==> config.mk <==
export PLATFORM = sky130hd
export DESIGN_NAME = adcc_ctrl
export DESIGN_NICKNAME = d
export VERILOG_FILES = /design/src/hdl/adcc_pkg.sv /design/src/hdl/adcc_ctrl.sv
export SDC_FILE = /design/constraint.sdc
export NUM_CORES = 1
export LEC_CHECK = 0
export BUFFER_PORTS_ARGS = -buffer_cell sky130_fd_sc_hd__clkbuf_2
export CORE_ASPECT_RATIO = 1.4
export CORE_MARGIN = 1.5
export CORE_UTILIZATION = 30
export CTS_CLUSTER_SIZE = 16
export DETAILED_ROUTE_END_ITERATION = 8
export PLACE_DENSITY_LB_ADDON = 0.1
export SETUP_SLACK_MARGIN = 0.1
export SYNTH_ARGS = -nofsm -noshare
export SYNTH_HDL_FRONTEND = slang
export SYNTH_SLANG_ARGS = --single-unit
==> constraint.sdc <==
create_clock -name aclk -period 3.68 [get_ports aclk]
set_input_delay 0.184 -clock aclk [delete_from_list [all_inputs] [get_ports aclk]]
set_output_delay 0.184 -clock aclk [all_outputs]
set_load 0.005 [all_outputs]
==> src/hdl/adcc_pkg.sv <==
`default_nettype none
package adcc_pkg;
   // ****************************************
   // Register offsets
   // ****************************************
   localparam int unsigned ADDR_W    = 8;
   localparam logic [7:0]  OFF_SC1   = 8'h00;
   localparam logic [7:0]  OFF_SC2   = 8'h04;
   localparam logic [7:0]  OFF_RH    = 8'h08;
   localparam logic [7:0]  OFF_RL    = 8'h0C;
   localparam logic [7:0]  OFF_CVH   = 8'h10;
   localparam logic [7:0]  OFF_CVL   = 8'h14;
   localparam logic [7:0]  OFF_CFG   = 8'h18;
   // ****************************************
   // Field positions
   // ****************************************
   localparam int unsigned SC1_CONVERSION_COMPLETE_FLAG_BIT = 7;
   localparam int unsigned SC1_CONT_BIT = 5;
   localparam int unsigned SC2_ACT_BIT  = 7;
   localparam int unsigned SC2_TRG_BIT  = 6;
   localparam int unsigned SC2_CMPEN_BIT = 5;
   localparam int unsigned SC2_CMPDIR_BIT = 4;
   localparam int unsigned CFG_LP_BIT   = 7;
   localparam int unsigned CFG_DIV_LSB  = 5;
   localparam int unsigned CFG_LSMP_BIT = 4;
   localparam int unsigned CFG_MODE_LSB = 2;
   localparam int unsigned CFG_SRC_LSB  = 0;
   // ****************************************
   // Reset values and codes
   // ****************************************
   localparam logic [4:0] CHAN_OFF   = 5'h1F;
   localparam logic [7:0] CFG_RST    = 8'h00;
   localparam logic [1:0] MODE_8     = 2'h0;
   localparam logic [1:0] MODE_10    = 2'h2;
   localparam logic [1:0] SRC_BUS    = 2'h0;
   localparam logic [1:0] SRC_HALF   = 2'h1;
   localparam logic [1:0] SRC_ALT    = 2'h2;
   localparam logic [1:0] SRC_ASYNC  = 2'h3;
   localparam logic [1:0] RESP_OKAY  = 2'h0;
   localparam logic [1:0] RESP_SLVERR = 2'h2;
   // ****************************************
   // Types
   // ****************************************
   typedef enum logic [1:0] {
      ADCC_W_IDLE = 2'b01,
      ADCC_W_RESP = 2'b10
   } adcc_wst_e;
   typedef struct packed {
      logic       start;
      logic       abort;
      logic       clk_en;
      logic [4:0] channel;
      logic       ten_bit;
      logic       low_power;
      logic       long_sample;
   } adcc_core_req_s;
   typedef struct packed {
      adcc_wst_e   wst;
      logic        aw_got;
      logic        w_got;
      logic [7:0]  waddr;
      logic [7:0]  wbyte;
      logic        wlane;
      logic        bvalid;
      logic [1:0]  bresp;
      logic        rvalid;
      logic [7:0]  rdata;
      logic [1:0]  rresp;
      logic [4:0]  chan;
      logic        cont;
      logic        conversion_complete_flag;
      logic        active;
      logic        trg;
      logic        cmp_en;
      logic        cmp_dir;
      logic [7:0]  cfg;
      logic [1:0]  cvh;
      logic [7:0]  cvl;
      logic [1:0]  rh;
      logic [7:0]  rl;
      logic        lock;
      logic        hwt_q;
      logic        alt_q;
      logic        asy_q;
      logic        half_tog;
      logic [2:0]  div_cnt;
      logic [3:0]  div_key;
      logic        start_p;
      logic        abort_p;
      logic        ck_en;
   } adcc_state_s;
endpackage
`default_nettype wire

==> src/hdl/adcc_ctrl.sv <==
// Function
// - Active flag sets on conversion start, clears on completion or abort.
// - Trigger select: 0 starts on control-one write, 1 on hardware trigger.
// - Control-two bit 5 enables automatic compare.
// - Direction bit 4: 0 less-than, 1 greater-or-equal compare.
// - High result holds upper two bits; zero in 8-bit mode.
// - Results load each completion unless compare enabled and false.
// - 10-bit: high result read locks results until low result read.
// - 8-bit: no read interlock, every result transferred.
// - Results undefined after resolution change until next completion.
// - Low result holds lower eight bits or whole 8-bit result.
// - 10-bit compare uses high compare bits; 8-bit ignores them.
// - Low compare byte compared with lower eight result bits.
// - Config bit 7 selects high-speed or low-power converter setting.
// - Divider bits 6:5 divide input clock by 1, 2, 4, 8.
// - Config bit 4 selects short or long sample period.
// - Resolution bits 3:2: 00 8-bit, 10 10-bit, others reserved.
// - Source bits 1:0: bus, bus halved, alternate, asynchronous clock.
// - Complete flag sets on qualified completion; clears on control-one write or low read.
// - Control-one write aborts; with trigger select 0, starts unless channel is all ones.
//
// Our own choices: the AXI4-Lite register port and the placing of the registers.
`default_nettype none
module adcc_ctrl (
   input  wire logic                   aclk,
   input  wire logic                   aresetn,
   input  wire logic [7:0]             awaddr,
   input  wire logic                   awvalid,
   output logic                        awready,
   input  wire logic [31:0]            wdata,
   input  wire logic [3:0]             wstrb,
   input  wire logic                   wvalid,
   output logic                        wready,
   output logic [1:0]                  bresp,
   output logic                        bvalid,
   input  wire logic                   bready,
   input  wire logic [7:0]             araddr,
   input  wire logic                   arvalid,
   output logic                        arready,
   output logic [31:0]                 rdata,
   output logic [1:0]                  rresp,
   output logic                        rvalid,
   input  wire logic                   rready,
   input  wire logic                   hardware_trigger_in,
   input  wire logic                   alternate_clock,
   input  wire logic                   async_converter_clock,
   input  wire logic                   core_done,
   input  wire logic [9:0]             core_result,
   output adcc_pkg::adcc_core_req_s    core_req
);
   // ****************************************
   // Functions
   // ****************************************
   function automatic logic mapped(input logic [7:0] a);
      mapped = (a == adcc_pkg::OFF_SC1) || (a == adcc_pkg::OFF_SC2) ||
               (a == adcc_pkg::OFF_RH)  || (a == adcc_pkg::OFF_RL)  ||
               (a == adcc_pkg::OFF_CVH) || (a == adcc_pkg::OFF_CVL) ||
               (a == adcc_pkg::OFF_CFG);
   endfunction

   function automatic logic [2:0] div_last(input logic [1:0] d);
      div_last = 3'((4'h1 << d) - 4'h1);
   endfunction

   // ****************************************
   // State
   // ****************************************
   adcc_pkg::adcc_state_s s;
   adcc_pkg::adcc_state_s next_s;
   logic        do_write;
   logic        wr_sc1;
   logic        rd_rh;
   logic        rd_rl;
   logic        mode10;
   logic        done;
   logic        cmp_true;
   logic        qualified;
   logic        hw_rise;
   logic        src_tick;
   logic [9:0]  res;
   logic [9:0]  cv;
   logic [3:0]  key;

   assign awready = (s.wst == adcc_pkg::ADCC_W_IDLE) && !s.aw_got;
   assign wready  = (s.wst == adcc_pkg::ADCC_W_IDLE) && !s.w_got;
   assign arready = !s.rvalid;
   assign bvalid  = s.bvalid;
   assign bresp   = s.bresp;
   assign rvalid  = s.rvalid;
   assign rresp   = s.rresp;
   assign rdata   = {24'h00_0000, s.rdata};

   assign core_req.start       = s.start_p;
   assign core_req.abort       = s.abort_p;
   assign core_req.clk_en      = s.ck_en;
   assign core_req.channel     = s.chan;
   assign core_req.ten_bit     = mode10;
   assign core_req.low_power   = s.cfg[adcc_pkg::CFG_LP_BIT];
   assign core_req.long_sample = s.cfg[adcc_pkg::CFG_LSMP_BIT];

   // ****************************************
   // Next state
   // ****************************************
   always_comb begin
      next_s = s;
      next_s.start_p = 1'b0;
      next_s.abort_p = 1'b0;
      next_s.ck_en   = 1'b0;
      next_s.hwt_q   = hardware_trigger_in;
      next_s.alt_q   = alternate_clock;
      next_s.asy_q   = async_converter_clock;
      next_s.half_tog = !s.half_tog;
      hw_rise = hardware_trigger_in && !s.hwt_q;
      mode10 = (s.cfg[adcc_pkg::CFG_MODE_LSB +: 2] == adcc_pkg::MODE_10);
      // Compare operands
      res = mode10 ? core_result : {2'b00, core_result[7:0]};
      cv  = mode10 ? {s.cvh, s.cvl} : {2'b00, s.cvl};
      cmp_true = s.cmp_dir ? (res >= cv) : (res < cv);
      qualified = !s.cmp_en || cmp_true;
      done = core_done && s.active;
      // Write channel
      do_write = 1'b0;
      case (s.wst)
         adcc_pkg::ADCC_W_IDLE: begin
            if (awvalid && awready) begin
               next_s.aw_got = 1'b1;
               next_s.waddr  = awaddr;
            end
            if (wvalid && wready) begin
               next_s.w_got = 1'b1;
               next_s.wbyte = wdata[7:0];
               next_s.wlane = wstrb[0];
            end
            if (s.aw_got && s.w_got) begin
               do_write      = 1'b1;
               next_s.aw_got = 1'b0;
               next_s.w_got  = 1'b0;
               next_s.bvalid = 1'b1;
               next_s.bresp  = mapped(s.waddr) ? adcc_pkg::RESP_OKAY
                                               : adcc_pkg::RESP_SLVERR;
               next_s.wst    = adcc_pkg::ADCC_W_RESP;
            end
         end
         adcc_pkg::ADCC_W_RESP: begin
            if (bready) begin
               next_s.bvalid = 1'b0;
               next_s.wst    = adcc_pkg::ADCC_W_IDLE;
            end
         end
         default: begin
            next_s.wst = adcc_pkg::ADCC_W_IDLE;
         end
      endcase
      do_write = do_write && s.wlane;
      wr_sc1 = do_write && (s.waddr == adcc_pkg::OFF_SC1);
      if (do_write && s.waddr == adcc_pkg::OFF_SC2) begin
         // Bits 7 and 3:0 are not writable
         next_s.trg     = s.wbyte[adcc_pkg::SC2_TRG_BIT];
         next_s.cmp_en  = s.wbyte[adcc_pkg::SC2_CMPEN_BIT];
         next_s.cmp_dir = s.wbyte[adcc_pkg::SC2_CMPDIR_BIT];
      end
      if (do_write && s.waddr == adcc_pkg::OFF_CVH) begin
         next_s.cvh = s.wbyte[1:0];
      end
      if (do_write && s.waddr == adcc_pkg::OFF_CVL) begin
         next_s.cvl = s.wbyte;
      end
      if (do_write && s.waddr == adcc_pkg::OFF_CFG) begin
         next_s.cfg = s.wbyte;
         if (s.wbyte[adcc_pkg::CFG_MODE_LSB +: 2] != s.cfg[adcc_pkg::CFG_MODE_LSB +: 2]) begin
            next_s.lock = 1'b0;
         end
      end
      // Read channel
      rd_rh = 1'b0;
      rd_rl = 1'b0;
      if (s.rvalid && rready) begin
         next_s.rvalid = 1'b0;
      end
      if (arvalid && arready) begin
         next_s.rvalid = 1'b1;
         next_s.rresp  = mapped(araddr) ? adcc_pkg::RESP_OKAY : adcc_pkg::RESP_SLVERR;
         rd_rh = (araddr == adcc_pkg::OFF_RH);
         rd_rl = (araddr == adcc_pkg::OFF_RL);
         case (araddr)
            adcc_pkg::OFF_SC1: next_s.rdata = {s.conversion_complete_flag, 1'b0, s.cont, s.chan};
            adcc_pkg::OFF_SC2: next_s.rdata = {s.active, s.trg, s.cmp_en,
                                               s.cmp_dir, 4'h0};
            adcc_pkg::OFF_RH:  next_s.rdata = {6'h00, mode10 ? s.rh : 2'b00};
            adcc_pkg::OFF_RL:  next_s.rdata = s.rl;
            adcc_pkg::OFF_CVH: next_s.rdata = {6'h00, s.cvh};
            adcc_pkg::OFF_CVL: next_s.rdata = s.cvl;
            adcc_pkg::OFF_CFG: next_s.rdata = s.cfg;
            default:           next_s.rdata = 8'h00;
         endcase
      end
      if (rd_rh && mode10) begin
         next_s.lock = 1'b1;
      end
      if (rd_rl) begin
         next_s.lock = 1'b0;
         next_s.conversion_complete_flag = 1'b0;
      end
      // Conversion control
      if (wr_sc1) begin
         next_s.chan = s.wbyte[4:0];
         next_s.cont = s.wbyte[adcc_pkg::SC1_CONT_BIT];
         next_s.conversion_complete_flag = 1'b0;
         next_s.abort_p = s.active;
         next_s.active  = 1'b0;
         if (!s.trg && s.wbyte[4:0] != adcc_pkg::CHAN_OFF) begin
            next_s.start_p = 1'b1;
            next_s.active  = 1'b1;
         end
      end else if (done) begin
         next_s.active = 1'b0;
         if (qualified) begin
            next_s.conversion_complete_flag = 1'b1;
            if (!(s.lock && mode10)) begin
               next_s.rh = res[9:8];
               next_s.rl = res[7:0];
            end
         end
         if (s.cont && !s.trg && s.chan != adcc_pkg::CHAN_OFF) begin
            next_s.start_p = 1'b1;
            next_s.active  = 1'b1;
         end
      end else if (hw_rise && s.trg && !s.active && s.chan != adcc_pkg::CHAN_OFF) begin
         next_s.start_p = 1'b1;
         next_s.active  = 1'b1;
      end
      // Converter clock divider
      case (s.cfg[adcc_pkg::CFG_SRC_LSB +: 2])
         adcc_pkg::SRC_BUS:   src_tick = 1'b1;
         adcc_pkg::SRC_HALF:  src_tick = s.half_tog;
         adcc_pkg::SRC_ALT:   src_tick = alternate_clock && !s.alt_q;
         adcc_pkg::SRC_ASYNC: src_tick = async_converter_clock && !s.asy_q;
         default:             src_tick = 1'b0;
      endcase
      key = {s.cfg[adcc_pkg::CFG_DIV_LSB +: 2], s.cfg[adcc_pkg::CFG_SRC_LSB +: 2]};
      if (key != s.div_key) begin
         next_s.div_key = key;
         next_s.div_cnt = 3'h0;
      end else if (src_tick) begin
         if (s.div_cnt == div_last(s.cfg[adcc_pkg::CFG_DIV_LSB +: 2])) begin
            next_s.div_cnt = 3'h0;
            next_s.ck_en   = 1'b1;
         end else begin
            next_s.div_cnt = s.div_cnt + 3'h1;
         end
      end
   end

   // ****************************************
   // Registers
   // ****************************************
   always_ff @(posedge aclk) begin
      if (!aresetn) begin
         s         <= '0;
         s.wst     <= adcc_pkg::ADCC_W_IDLE;
         s.chan    <= adcc_pkg::CHAN_OFF;
         s.cfg     <= adcc_pkg::CFG_RST;
      end else begin
         s <= next_s;
      end
   end
endmodule // adcc_ctrl
`default_nettype wire

==> impl_metrics.yaml <==
synth:
  async_reset_ff_share_pct: 0
  synth_top_cells_by_area: "dfxtp_1, mux2i_1, buf_4"
  fraction_of_the_yosys_area_taken_by_sequential_cells_pct: 40.1
  synth_edf_count: 0
  postSynthAreaPerCell_um2: 8.51
  syn-instance-count: 511
  mappedNetlistArea_um2: 4350
  ys_warn_count: 0
  synth_largest_type_area_fraction_pct: 40.1
  synth_area_leader_cell: "dfxtp_1"
  yosys.cell_types.count: 51
  ys_seq_elements: 87
  postSynth.topFlopCell: "dfxtp_1"
floorplan:
  die_area_um2: 15200
  initial_cell_density_of_the_core_pct: 31.0
  pin_count: 125
  num_rows: 51
  die-width_um: 105
  floorplan.die.height_um: 145
  core_area_um2: 14000
clock_tree:
  cts_sink_count: 87
  cts_setup_buffers: 0
  clock_latency_ns: 0.34
  cts-hold-fix-buffers: 0
  ctsHtreeMaxLevel: 3
  ctsLongestPathBuffers: 2
  tritoncts_clock_tree: "built"
  cts_buffers: 9
  post_cts_resized: 0
  clock_edge_transition_at_the_registers_on_the_reported_setup_and_hold_paths_ns: 0.06
  ctsRootBufferMaster: "clkbuf_16"
job:
  cap_viol_max_count: 0
sta:
  min_period_over_period_pct: 79.7
  timing.setup.tns_ns: 0
  fin_max_slew_vios: 0
  setup_viol: 0
  finalClockSkew_ns: 0.00442
  worst-slew-pin-transition_ns: 0.868
  hold_viol: 0
  rsz0062_at_grt: "no"
  final_period_minus_worst_setup_slack_ns: 2.93
  max_slew_margin_vs_limit_pct: 41.7
  worst_hold_slack_ns: 0.0357
  highest_clock_frequency_the_design_can_meet_mhz: 341
cells_and_area:
  finish.instance_area_um2: 4940
  register_area_um2: 1740
  num_antenna_cells: 0
  filler_cell_count_in_the_final_layout: 1524
  drive_gt1_share_pct: 17.9
  area_growth_pct: 13.6
  combined_area_of_the_multi_input_logic_cells_um2: 2200
  layout.cells.non_filler: 744
  most-common-layout-cells: "nand2_1, dfxtp_1, clkbuf_2, nor2_1, mux2i_1"
  design.final.nets: 638
  finish.utilization_pct: 35.2
global_route:
  met2_usage_pct: 27.1
  busiest_layer: "met2"
  grt_remaining_overflow: 0
  grt_max_degree: 48
  first_pass_grt_wire_length_mm: 18.3
  globalRouteMet3Util_pct: 2.60
  grt.met1_usage_pct: 18.1
  global_route.usage.total_pct: 15.3
  antenna_found_initial: 0
  number_of_global_route_vias_before_repair: 3516
critical_path:
  worst_setup_path_start_kind: "flip-flop"
  r2r_setup_slack_ns: 0.75
  critical_path.n_buffers_inverters: 0
  worst_path_max_delay_cell: "a2111oi_1"
  startpoint: "s[38]$_SDFFE_PN0P_"
  crit_arrival_ns: 3.20
  crit_cells: 9
  timing.rr.end: "s[15]$_SDFFE_PN0P_"
  worst_r2r_path_depth: 9
  cp_slowest_stage_delay_ns: 0.45
  critical_path_capture_point: "s[15]$_SDFFE_PN0P_"
  timing.critical_path.mode_cell: "mux2i_1"
  worstReg2RegStart: "s[38]$_SDFFE_PN0P_"
  setup.worst_path.class: "reg -> reg"
  timing.critical_path.fanout_max: 10
  worstSetupEndpointType: "flip-flop"
  timing.critical_path.max_delay_family: "simple AND/OR/NAND/NOR gates"
  critical_path.cell_chain: "nor2b_1 > and2_1 > ha_1 > o21ai_0 > nor2_1 > a2111oi_1 > mux2i_1 > and4_4 > mux2i_1"
  required_ns: 3.94
power_and_ir_drop:
  worst_vdd_ir_mv: 0.176
  static-leakage-power_nw: 2.13
  power_per_cell_area_nw_per_um2: 433
outcome:
  result_of_the_run: "completed"
routing:
  vias_per_cell: 4.66
  wl_per_cell_um: 15.0
  routed_wl_mm: 11.1
  drtPass1Iterations: 4
  drcViolationCount: 0
  drt_antenna_net_count: 0
  route.vias.total: 3469
  dr.first_iter.drc_count: 144
worst_hold_path:
  holdCritPathClass: "in -> reg"
  hold_path_cells: 2
placed_design:
  post-dp-hpwl_mm: 8.57
  io_buffer_count: 71
  placed_cells: 728
  gpl.final_weighted_congestion: 0.829
  post_dp_cell_area_um2: 4610
==> cell families after synthesis <==
logic type	after synthesis	share of synthesized area, %
flip-flops	87	40.1
adder cells (fa/ha/maj)	11	3.17
AO/OA/AOI/OAI	77	10.9
buffers and inverters	83	11.5
multiplexers	43	9.99
AND/OR/NAND/NOR	201	22.7
XOR/XNOR	8	1.61
other	1	0.0863
==> final cells by class <==
class                   count  area share [%]
clock buffers              13            5.27
clock inverters             3            1.32
inverters                  16            1.22
multi-input cells         366            44.6
flip-flops and latches     87            35.3
well taps                 185            4.69
repair buffers             74            7.65
==> per-stage QoR <==
| stage | worst slack [ns] | power (mW) |
|---|---|---|
| after global routing | 0.513 | 2.24 |
| after detailed placement | 0.761 | 1.17 |
| after global placement | 0.838 | 1.17 |
| after floorplan | 1.15 | 1.13 |
| final | 0.748 | 2.14 |
| after CTS | 0.734 | 2.18 |
==> how the worst min path moves through the flow <==
stage          startpoint  slack, ns             endpoint
3_5_place_dp       rready       0.39  rvalid$_SDFFE_PN0P_
4_1_cts            rready       0.03  rvalid$_SDFFE_PN0P_
5_1_grt            rready       0.04  rvalid$_SDFFE_PN0P_
2_1_floorplan      rready       0.28  rvalid$_SDFFE_PN0P_
6_report           rready       0.04  rvalid$_SDFFE_PN0P_
3_3_place_gp       rready       0.38  rvalid$_SDFFE_PN0P_
==> per-layer routing <==
layer / vias to the layer above / routed length (um)
li1: 1765 / -
met1: 1614 / 4780
met2: 77 / 5730
met3: 13 / 384
met4: 0 / 246
met5: - / 0
==> Yosys cell counts, types with 3 or more instances <==
master and count:
dfxtp_1 87, nand2_1 87, buf_4 47, nor2_1 44, mux2i_1 40, a21oi_1 31
o21ai_0 17, clkbuf_1 16, inv_1 16, ha_1 11, and2_1 10, nand3_1 10
nor2b_1 8, nor3_1 7, and3_1 6, xor2_1 6, a211oi_1 5, a221oi_1 5
a31oi_1 5, nand4_1 5, nand2b_1 4, mux2_2 3, nor4_1 3, nor4b_1 3
==> flip-flops by register name, indices dropped and copies added, names as in the netlist <==
| signal | cells |
|---|---|
| rresp | 1 |
| rdata | 8 |
| core_req | 10 |
| key | 4 |
| rvalid | 1 |
| bvalid | 1 |
| bresp | 1 |
| s | 61 |
==> where the power goes <==
part           internal, mW  switching (mW)
clock network         0.631           0.357
registers             0.964          0.0262
logic                0.0617          0.0957
Power figures use the tool's default switching activity.
